`src/dcr_params.svh`:
```
// constants for the converter configuration register bank
`ifndef DCR_PARAMS_SVH
`define DCR_PARAMS_SVH

// register offsets on the serial configuration interface
`define DCR_ADDR_SHUTOFF     7'h02
`define DCR_ADDR_SCALE       7'h03
`define DCR_ADDR_RESULT      7'h04

// reset values and writable-bit masks
`define DCR_RST_SHUTOFF      16'h7000
`define DCR_RST_SCALE        16'hF000
`define DCR_WMASK_SHUTOFF    16'h70FA
`define DCR_WMASK_SCALE      16'hF001

// shutoff and format register fields
`define DCR_BIT_DACCLK_EN    14
`define DCR_BIT_DATACLK_EN   13
`define DCR_BIT_COLLIDE_EN   12
`define DCR_BIT_FOUR_WIRE    7
`define DCR_BIT_MIX_EN       6
`define DCR_BIT_MIX_GAIN     5
`define DCR_BIT_NCO_EN       4
`define DCR_BIT_REVBUS       3
`define DCR_BIT_TWOS         1

// scale and transmit register fields
`define DCR_BIT_COARSE_HI    15
`define DCR_BIT_COARSE_LO    12
`define DCR_BIT_SIF_TX       0

// alarm mask register bit positions
`define DCR_MASK_COLLIDE     13
`define DCR_MASK_DACCLK      10
`define DCR_MASK_DATACLK     9
`define DCR_MASK_OUTPUT      8

// serial frame layout and output code
`define DCR_FRAME_BITS       5'd24
`define DCR_INSTR_BITS       5'd8
`define DCR_MID_SCALE        16'h8000

`endif

```
`src/dcr_pkg.sv`:
```
// types shared by the configuration register bank modules
package dcr_pkg;

   // serial configuration frame phases
   typedef enum logic [1:0] {
      sif_idle,
      sif_instr,
      sif_data,
      sif_done
   } dcr_sif_state_type;

   // one input bus word
   typedef logic [15:0] dcr_word_type;

endpackage : dcr_pkg

```
`src/dcr_ctrl_if.sv`:
```
// control carrier between the register bank and its datapath helpers
interface dcr_ctrl_if;
   logic                 bit_reverse;
   logic                 twos_format;
   logic                 shutoff;
   logic                 test_enable;
   logic                 results_clear;
   dcr_pkg::dcr_word_type results;

   modport regs    (output bit_reverse, twos_format, shutoff, test_enable, results_clear,
                    input results);
   modport guard   (input bit_reverse, twos_format, shutoff);
   modport collect (input test_enable, results_clear, output results);
endinterface : dcr_ctrl_if

```
`src/dcr_pattern_check.sv`:
```
// sticky per-bit pattern checker result collector
module dcr_pattern_check #(
   parameter int WIDTH = 16
) (
   // clock
   input  wire logic             i_clk,
   // input bus words and their expected pattern
   input  wire logic             i_data_valid,
   input  wire logic [WIDTH-1:0] i_first_word,
   input  wire logic [WIDTH-1:0] i_second_word,
   input  wire logic [WIDTH-1:0] i_first_expect,
   input  wire logic [WIDTH-1:0] i_second_expect,
   // control carrier
   dcr_ctrl_if.collect           ctrl
);

   logic [WIDTH-1:0] fail_bits;

   // a bit fails when it differs on either bus, checked only in test mode
   always_comb begin
      fail_bits = '0;
      if (ctrl.test_enable && i_data_valid) begin
         fail_bits = (i_first_word ^ i_first_expect) | (i_second_word ^ i_second_expect);
      end
   end

   // no reset on purpose: the register has no defined power-up value
   // a new failure wins over a clear in the same cycle
   always_ff @(posedge i_clk) begin
      ctrl.results <= (ctrl.results_clear ? '0 : ctrl.results) | fail_bits;
   end

endmodule : dcr_pattern_check

```
`src/dcr_output_guard.sv`:
```
// input word reorder, format normalise and mid-scale forcing
`include "dcr_params.svh"

module dcr_output_guard #(
   parameter int NUM_BUS = 2,
   parameter int WIDTH   = 16
) (
   // clock and reset
   input  wire logic                           i_clk,
   input  wire logic                           i_rst_n,
   // raw words from the input buses
   input  wire logic                           i_data_valid,
   input  wire logic [NUM_BUS-1:0][WIDTH-1:0]  i_words,
   // control carrier
   dcr_ctrl_if.guard                           ctrl,
   // offset-binary words towards the converter channels
   output logic      [NUM_BUS-1:0][WIDTH-1:0]  o_words
);

   genvar bus_i;
   genvar bit_i;
   generate
      for (bus_i = 0; bus_i < NUM_BUS; bus_i++) begin : g_bus
         logic [WIDTH-1:0] reversed;
         logic [WIDTH-1:0] ordered;
         for (bit_i = 0; bit_i < WIDTH; bit_i++) begin : g_bit
            assign reversed[bit_i] = i_words[bus_i][WIDTH-1-bit_i];
         end
         assign ordered = ctrl.bit_reverse ? reversed : i_words[bus_i];

         // channel data is held as offset binary; two's complement flips the sign bit
         always_ff @(posedge i_clk or negedge i_rst_n) begin
            if (!i_rst_n) begin
               o_words[bus_i] <= `DCR_MID_SCALE;
            end else if (ctrl.shutoff) begin
               o_words[bus_i] <= `DCR_MID_SCALE;
            end else if (i_data_valid) begin
               o_words[bus_i] <= ordered ^ {ctrl.twos_format, {(WIDTH-1){1'b0}}};
            end
         end
      end
   endgenerate

endmodule : dcr_output_guard

```
`src/dcr_config_regs.sv`:
```
// converter configuration register bank behind the serial config interface
//
// Function
// - converter clock loss enable shuts outputs off
// - data clock loss enable shuts outputs off
// - collision enable lets FIFO collision shut off
// - bit 7 picks four-wire or three-wire serial
// - mixer active only while its enable set
// - gain bit adds 6dB to mixer output
// - bit 4 enables oscillator; coarse mixing unaffected
// - reverse bit order of every input word
// - bit 1 picks two's complement or offset binary
// - coarse code sets full-scale current as code+1
// - software transmit bit forces internal enable high
// - transmit on when software bit or pin high
// - result bit set where either bus failed
// - result bits map to matching input bit positions
// - result register unreset, cleared by any write
// - shutoff register resets to 0x7000
// - scale register resets to 0xF000
// - pattern test keeps outputs off, checker runs
// - shutoff alarm forces every channel to mid-scale
`include "dcr_params.svh"

module dcr_config_regs #(
   parameter int WIDTH   = 16,
   parameter int NUM_BUS = 2
) (
   // clock and reset
   input  wire logic             i_clk,
   input  wire logic             i_rst_n,
   // serial configuration interface
   input  wire logic             i_sif_clk,
   input  wire logic             i_sif_enable_n,
   input  wire logic             i_sif_data_in,
   output logic                  o_sif_data_out,
   output logic                  o_sif_data_oe,
   output logic                  o_sif_serial_out,
   // alarm sources and mask from the neighbouring alarm logic
   input  wire logic             i_dacclk_lost,
   input  wire logic             i_dataclk_lost,
   input  wire logic             i_fifo_collision,
   input  wire logic [15:0]      i_alarm_mask_register,
   // pattern test control from the neighbouring register
   input  wire logic             i_pattern_test_enable,
   input  wire logic [WIDTH-1:0] i_first_expect,
   input  wire logic [WIDTH-1:0] i_second_expect,
   // input data buses
   input  wire logic             i_data_valid,
   input  wire logic [WIDTH-1:0] i_first_pair_input_bus,
   input  wire logic [WIDTH-1:0] i_second_pair_input_bus,
   input  wire logic             i_transmit_enable_pin,
   // configuration outputs
   output logic                  o_serial_four_wire_select,
   output logic                  o_mixer_enable,
   output logic                  o_mixer_gain_6db,
   output logic                  o_nco_enable,
   output logic [3:0]            o_coarse_current_code,
   output logic [4:0]            o_full_scale_steps,
   output logic                  o_transmit_enable_internal,
   output logic                  o_transmit_active,
   output logic                  o_output_shutoff,
   // channel data
   output logic [WIDTH-1:0]      o_first_pair_word,
   output logic [WIDTH-1:0]      o_second_pair_word
);

   // register storage
   logic [15:0]                   shutoff_ctrl_reg;
   logic [15:0]                   scale_ctrl_reg;

   // serial frame engine state
   dcr_pkg::dcr_sif_state_type    sif_state_reg;
   dcr_pkg::dcr_sif_state_type    sif_state_next;
   logic                          sif_clk_reg;
   logic [4:0]                    bit_cnt_reg;
   logic [22:0]                   frame_reg;
   logic                          read_op_reg;
   logic [6:0]                    addr_reg;
   logic [15:0]                   rd_shift_reg;
   logic                          out_bit_reg;

   // decoded strobes
   logic                          sif_rise;
   logic                          sif_fall;
   logic                          instr_done;
   logic                          write_fire;
   logic [15:0]                   write_data;
   logic [6:0]                    instr_addr;
   logic [15:0]                   read_value;

   // datapath helpers
   dcr_ctrl_if                    ctrl ();
   logic [NUM_BUS-1:0][WIDTH-1:0] bus_words;
   logic [NUM_BUS-1:0][WIDTH-1:0] chan_words;

   // serial pins are synchronous to i_clk, so one stage is enough for edges
   always_ff @(posedge i_clk or negedge i_rst_n) begin
      if (!i_rst_n) begin
         sif_clk_reg <= 1'b0;
      end else begin
         sif_clk_reg <= i_sif_clk;
      end
   end

   assign sif_rise = i_sif_clk & ~sif_clk_reg;
   assign sif_fall = ~i_sif_clk & sif_clk_reg;

   // frame decode: first bit is read/write, then 7 address bits, then 16 data
   assign instr_done = (sif_state_reg == dcr_pkg::sif_instr) && sif_rise
                       && (bit_cnt_reg == `DCR_INSTR_BITS - 5'd1);
   assign instr_addr = {frame_reg[5:0], i_sif_data_in};
   assign write_fire = (sif_state_reg == dcr_pkg::sif_data) && sif_rise && !read_op_reg
                       && (bit_cnt_reg == `DCR_FRAME_BITS - 5'd1);
   assign write_data = {frame_reg[14:0], i_sif_data_in};

   // frame state; a deasserted enable aborts any partial frame
   always_comb begin
      sif_state_next = sif_state_reg;
      case (sif_state_reg)
         dcr_pkg::sif_idle: begin
            sif_state_next = dcr_pkg::sif_instr;
         end
         dcr_pkg::sif_instr: begin
            if (instr_done) begin
               sif_state_next = dcr_pkg::sif_data;
            end
         end
         dcr_pkg::sif_data: begin
            if (sif_rise && (bit_cnt_reg == `DCR_FRAME_BITS - 5'd1)) begin
               sif_state_next = dcr_pkg::sif_done;
            end
         end
         dcr_pkg::sif_done: begin
            sif_state_next = dcr_pkg::sif_done;
         end
         default: begin
            sif_state_next = dcr_pkg::sif_idle;
         end
      endcase
      if (i_sif_enable_n) begin
         sif_state_next = dcr_pkg::sif_idle;
      end
   end

   always_ff @(posedge i_clk or negedge i_rst_n) begin
      if (!i_rst_n) begin
         sif_state_reg <= dcr_pkg::sif_idle;
      end else begin
         sif_state_reg <= sif_state_next;
      end
   end

   // bit counter and incoming shift register
   always_ff @(posedge i_clk or negedge i_rst_n) begin
      if (!i_rst_n) begin
         bit_cnt_reg <= 5'h00;
         frame_reg   <= 23'h000000;
      end else if (i_sif_enable_n || sif_state_reg == dcr_pkg::sif_idle) begin
         bit_cnt_reg <= 5'h00;
      end else if (sif_rise && sif_state_reg != dcr_pkg::sif_done) begin
         bit_cnt_reg <= bit_cnt_reg + 5'd1;
         frame_reg   <= {frame_reg[21:0], i_sif_data_in};
      end
   end

   // latch the instruction once its eighth bit arrives
   always_ff @(posedge i_clk or negedge i_rst_n) begin
      if (!i_rst_n) begin
         read_op_reg <= 1'b0;
         addr_reg    <= 7'h00;
      end else if (instr_done) begin
         read_op_reg <= frame_reg[6];
         addr_reg    <= instr_addr;
      end
   end

   // read mux; unmapped addresses and reserved bits read as zero
   always_comb begin
      case (instr_addr)
         `DCR_ADDR_SHUTOFF: read_value = shutoff_ctrl_reg;
         `DCR_ADDR_SCALE:   read_value = scale_ctrl_reg;
         `DCR_ADDR_RESULT:  read_value = ctrl.results;
         default:           read_value = 16'h0000;
      endcase
   end

   // read data goes out msb first, one bit per falling serial clock edge
   always_ff @(posedge i_clk or negedge i_rst_n) begin
      if (!i_rst_n) begin
         rd_shift_reg <= 16'h0000;
         out_bit_reg  <= 1'b0;
      end else if (instr_done) begin
         rd_shift_reg <= read_value;
      end else if (sif_fall && sif_state_reg == dcr_pkg::sif_data && read_op_reg) begin
         out_bit_reg  <= rd_shift_reg[15];
         rd_shift_reg <= {rd_shift_reg[14:0], 1'b0};
      end
   end

   // in four-wire mode read data leaves on its own pin, else on the shared line
   always_ff @(posedge i_clk or negedge i_rst_n) begin
      if (!i_rst_n) begin
         o_sif_data_oe <= 1'b0;
      end else begin
         o_sif_data_oe <= !i_sif_enable_n && read_op_reg
                          && sif_state_next == dcr_pkg::sif_data
                          && !shutoff_ctrl_reg[`DCR_BIT_FOUR_WIRE];
      end
   end

   assign o_sif_data_out   = shutoff_ctrl_reg[`DCR_BIT_FOUR_WIRE] ? 1'b0 : out_bit_reg;
   assign o_sif_serial_out = shutoff_ctrl_reg[`DCR_BIT_FOUR_WIRE] ? out_bit_reg : 1'b0;

   // shutoff and format register; reserved bits never store
   always_ff @(posedge i_clk or negedge i_rst_n) begin
      if (!i_rst_n) begin
         shutoff_ctrl_reg <= `DCR_RST_SHUTOFF;
      end else if (write_fire && addr_reg == `DCR_ADDR_SHUTOFF) begin
         shutoff_ctrl_reg <= write_data & `DCR_WMASK_SHUTOFF;
      end
   end

   // scale and transmit register
   always_ff @(posedge i_clk or negedge i_rst_n) begin
      if (!i_rst_n) begin
         scale_ctrl_reg <= `DCR_RST_SCALE;
      end else if (write_fire && addr_reg == `DCR_ADDR_SCALE) begin
         scale_ctrl_reg <= write_data & `DCR_WMASK_SCALE;
      end
   end

   // any write to the result register clears it, whatever the data
   assign ctrl.results_clear = write_fire && addr_reg == `DCR_ADDR_RESULT;

   // shutoff only counts when the source and output-gone alarms are unmasked
   assign o_output_shutoff =
        (shutoff_ctrl_reg[`DCR_BIT_DACCLK_EN] && i_dacclk_lost
         && !i_alarm_mask_register[`DCR_MASK_DACCLK]
         && !i_alarm_mask_register[`DCR_MASK_OUTPUT])
      || (shutoff_ctrl_reg[`DCR_BIT_DATACLK_EN] && i_dataclk_lost
         && !i_alarm_mask_register[`DCR_MASK_DATACLK]
         && !i_alarm_mask_register[`DCR_MASK_OUTPUT])
      || (shutoff_ctrl_reg[`DCR_BIT_COLLIDE_EN] && i_fifo_collision
         && !i_alarm_mask_register[`DCR_MASK_COLLIDE]
         && !i_alarm_mask_register[`DCR_MASK_OUTPUT]);

   // the alarms stay latched outside until software clears them
   assign ctrl.shutoff = o_output_shutoff;

   // mixer, oscillator and serial width controls
   assign o_serial_four_wire_select = shutoff_ctrl_reg[`DCR_BIT_FOUR_WIRE];
   assign o_mixer_enable            = shutoff_ctrl_reg[`DCR_BIT_MIX_EN];
   assign o_mixer_gain_6db          = shutoff_ctrl_reg[`DCR_BIT_MIX_EN]
                                      && shutoff_ctrl_reg[`DCR_BIT_MIX_GAIN];
   // coarse mixing does not depend on this bit
   assign o_nco_enable              = shutoff_ctrl_reg[`DCR_BIT_NCO_EN];

   // datapath format controls
   assign ctrl.bit_reverse = shutoff_ctrl_reg[`DCR_BIT_REVBUS];
   assign ctrl.twos_format = shutoff_ctrl_reg[`DCR_BIT_TWOS];
   assign ctrl.test_enable = i_pattern_test_enable;

   // full-scale current steps, one to sixteen
   assign o_coarse_current_code = scale_ctrl_reg[`DCR_BIT_COARSE_HI:`DCR_BIT_COARSE_LO];
   assign o_full_scale_steps    = {1'b0, o_coarse_current_code} + 5'd1;

   // transmit: either source enables; pattern test keeps outputs off
   assign o_transmit_enable_internal = scale_ctrl_reg[`DCR_BIT_SIF_TX];
   assign o_transmit_active = (o_transmit_enable_internal || i_transmit_enable_pin)
                              && !i_pattern_test_enable;

   // pattern checker sees the raw pins, before reordering
   dcr_pattern_check #(
      .WIDTH (WIDTH)
   ) u_check (
      .i_clk           (i_clk),
      .i_data_valid    (i_data_valid),
      .i_first_word    (i_first_pair_input_bus),
      .i_second_word   (i_second_pair_input_bus),
      .i_first_expect  (i_first_expect),
      .i_second_expect (i_second_expect),
      .ctrl            (ctrl.collect)
   );

   // channel words
   assign bus_words[0] = i_first_pair_input_bus;
   assign bus_words[1] = i_second_pair_input_bus;

   dcr_output_guard #(
      .NUM_BUS (NUM_BUS),
      .WIDTH   (WIDTH)
   ) u_guard (
      .i_clk        (i_clk),
      .i_rst_n      (i_rst_n),
      .i_data_valid (i_data_valid),
      .i_words      (bus_words),
      .ctrl         (ctrl.guard),
      .o_words      (chan_words)
   );

   assign o_first_pair_word  = chan_words[0];
   assign o_second_pair_word = chan_words[1];

endmodule : dcr_config_regs

```
`config.mk`:
```
export PLATFORM = sky130hd
export DESIGN_NAME = dcr_config_regs
export DESIGN_NICKNAME = d
export VERILOG_FILES = /design/src/dcr_pkg.sv /design/src/dcr_ctrl_if.sv /design/src/dcr_pattern_check.sv /design/src/dcr_output_guard.sv /design/src/dcr_config_regs.sv
export VERILOG_INCLUDE_DIRS = /design/src
export SDC_FILE = /design/constraint.sdc
export NUM_CORES = 1
export LEC_CHECK = 0
export BUFFER_PORTS_ARGS = -buffer_cell sky130_fd_sc_hd__buf_2
export CAP_MARGIN = 20
export CORE_UTILIZATION = 48
export CTS_CLUSTER_SIZE = 20
export DETAILED_ROUTE_END_ITERATION = 12
export PLACE_DENSITY = 0.88
export SLEW_MARGIN = 20
export SYNTH_ARGS = -nofsm -noshare
export SYNTH_HDL_FRONTEND = slang
export SYNTH_SLANG_ARGS = --single-unit
```
`constraint.sdc`:
```
create_clock -name i_clk -period 2.35 [get_ports i_clk]
set_input_delay 0.1175 -clock i_clk [delete_from_list [all_inputs] [get_ports i_clk]]
set_output_delay 0.1175 -clock i_clk [all_outputs]
set_load 0.03 [all_outputs]
```
==> flow_summary.ini <==
[worst_hold_path]
hp-class = primary input to register

[die]
dieArea_um2 = 11400
start_util = 0.503
coreArea_um2 = 10500
die_w_um = 107
io-pin-count = 142
rows = 37
die_h_um = 107

[run_status]
outcome = complete, no violations

[timing]
setup_violations = 0
tightest_slew_ps = 904
hold_viol_final = 0
holdWs_ps = 88.9
clock_skew_ps = 10.6
final_max_slew_viol_count = 0
max_slew_margin = 0.396
fmax_mhz = 449
rsz0062_at_grt = false
post-route-period-util = 0.949
fin_crit_ps = 2230
fin_tns_setup_ps = 0

[grt]
grt_max_degree = 65
grtUsageTotal = 0.230
grt_pass1_wl_um = 20300
grt.overflow.total = 0
grt_pass1_vias = 4057
antenna_found_initial = 0

[worst_setup_path]
critPathMaxStageDelay_ps = 540
worst_r2r_path_depth = 5
crit_chain = or4_4, or3_4, nor4_4, buf_4, mux2_2
cp_data_arrival_time_ps = 2490
cp_max_fo = 5
cp-startpoint = addr_reg[3]$_DFFE_PN0P_
path_class = register to register
cp.required_ps = 2610
path_depth = 5
r2r_end = scale_ctrl_reg[0]$_DFFE_PN0P_
rrSetupSlack_ps = 120
crit_path_end_kind = register
path_delay_family = simple AND/OR/NAND/NOR gates
crit_slowest_cell = or4_4
crit_path_end = scale_ctrl_reg[0]$_DFFE_PN0P_
startpoint_type = register
rr_startpoint = addr_reg[3]$_DFFE_PN0P_
critPathBufInv = 1

[detailed_routing]
drtIter0Drc = 273
vias = 4134
drt_wl_total_um = 12700
detail-route-antenna-nets = 0
route.detailed.drc = 0
dr.pass1.iters = 4
wl_per_cell_um = 17.4
drt-vias-per-instance = 5.66

[final_layout]
fin_area_um2 = 6370
areaGrowthSynthToFinish_pct = 21.1
diodes = 0
largest_reg_flops = 32
layout-drive-gt1-share = 0.371
final_nets = 683

[yosys]
synth_cell_types = 49
postSynthAreaPerCell_um2 = 11.6
synth_area_leaders = dfrtp_1, mux2_2, mux2i_1, dfxtp_1, xnor2_1
synth_area_leader_cell = dfrtp_1
yosysMostFrequentCell = dfrtp_1
ys_top_cells_by_count = dfrtp_1, mux2i_1, nor2_1
yosys_warnings = 0
synth_area_um2 = 5270
netlist_instances = 453
ys_async_sr_fraction = 0.856
synth_edf_count = 0
synth_ff_type = dfrtp_1
synth_top_area_frac = 0.409
ys_seq_elements = 111
synth-seq-area-share = 0.514
synth_nets = 546

[clocking]
cts_root_buf = clkbuf_8
path_clk_slew_ps = 100
clock_path_buffers = 2
h-tree-depth = 3
numCtsBuffers = 9
clk_latency_ps = 380
tritoncts = yes
cts.sinks = 111

[power]
peakVddDrop_mv = 0.283
power_density_nw_per_um2 = 592
leakage_nw = 2.84

[job]
drv_cap = 0

[placed_design]
gp_congestion = 0.965
io_buffers = 129
hpwl_um = 9530
post_dp_cell_area_um2 = 6140
==> area by class of cell <==
cell class	count	area, um^2
Clock buffer	11	141
Fill cell	858	4090
Multi-Input combinational cell	315	2470
Clock inverter	5	41.3
Timing Repair Buffer	150	830
Inverter	3	11.3
Tap cell	136	170
Sequential cell	111	2710
==> kinds of logic (layout without fill, tap and decap cells) <==
family	after synthesis	after routing	share of synthesized area
xor+xnor	40	40	0.0665
simple gates	94	94	0.0988
fa+ha+maj	2	2	0.00475
flops	111	111	0.514
compound gates	98	98	0.133
buf+inv	27	169	0.0197
mux	81	81	0.163
==> worst min path at each step <==
stage / endpoint / startpoint / cells past startpoint
global route: u_guard.o_words[7]$_DFFE_PN0P_ / i_first_pair_input_bus[7] / 3
floorplan: addr_reg[0]$_DFFE_PN0P_ / i_rst_n / 0
finish: u_guard.o_words[7]$_DFFE_PN0P_ / i_first_pair_input_bus[7] / 3
CTS: u_guard.o_words[7]$_DFFE_PN0P_ / i_first_pair_input_bus[7] / 3
global placement: u_guard.o_words[10]$_DFFE_PN0P_ / i_rst_n / 1
detailed placement: u_guard.o_words[4]$_DFFE_PN0P_ / i_rst_n / 1
==> power breakdown <==
| group | total, mW | internal (mW) | switching [mW] |
|---|---|---|---|
| Clock | 1.07 | 0.423 | 0.647 |
| Sequential | 2.07 | 1.99 | 0.0758 |
| Combinational | 0.641 | 0.257 | 0.384 |
==> per-stage QoR <==
stage                     utilization  setup WS (ps)  std cells  total power, mW
after floorplan                     -            116        453             2.44
after global placement          0.587            168        711             2.71
after detailed placement        0.587            104        711             2.73
after CTS                       0.608           88.6        730             3.78
after global routing            0.609           24.2        731             3.93
final                           0.609            121        731             3.78
==> cells in the final DEF (no fill, tap or decap), drive strengths merged, types with 11 or more instances in the layout <==
cell / netlist / final
dfrtp: 86 / 86
a21o: 16 / 16
clkbuf: 21 / 11
mux2i: 42 / 42
mux2: 39 / 39
buf: 3 / 147
nor2: 40 / 40
xnor2: 35 / 35
a211oi: 30 / 30
dfxtp: 16 / 16
a21oi: 17 / 17
==> metal layers <==
| layer | GRT usage | vias to the layer above | wire length, um |
|---|---|---|---|
| met2 | 0.353 | 151 | 6080 |
| met3 | 0.0450 | 36 | 708 |
| met4 | 0.107 | 0 | 357 |
| met5 | 0 | - | 0 |
| li1 | - | 1924 | - |
| met1 | 0.314 | 2023 | 5550 |
==> worst min-delay path, stage by stage <==
cell and delay [ps]:
buf_2 110, mux2i_1 120, a211oi_1 80
==> timing repair <==
item | CTS | global route
setup endpoints to repair | 0 | 11
buffers inserted | 0 | 1
hold buffers | 3 | 0
endpoints found under the hold margin | 30 | 0
resized for setup | 0 | 2
Note: power is estimated with default switching activity, not from simulation.
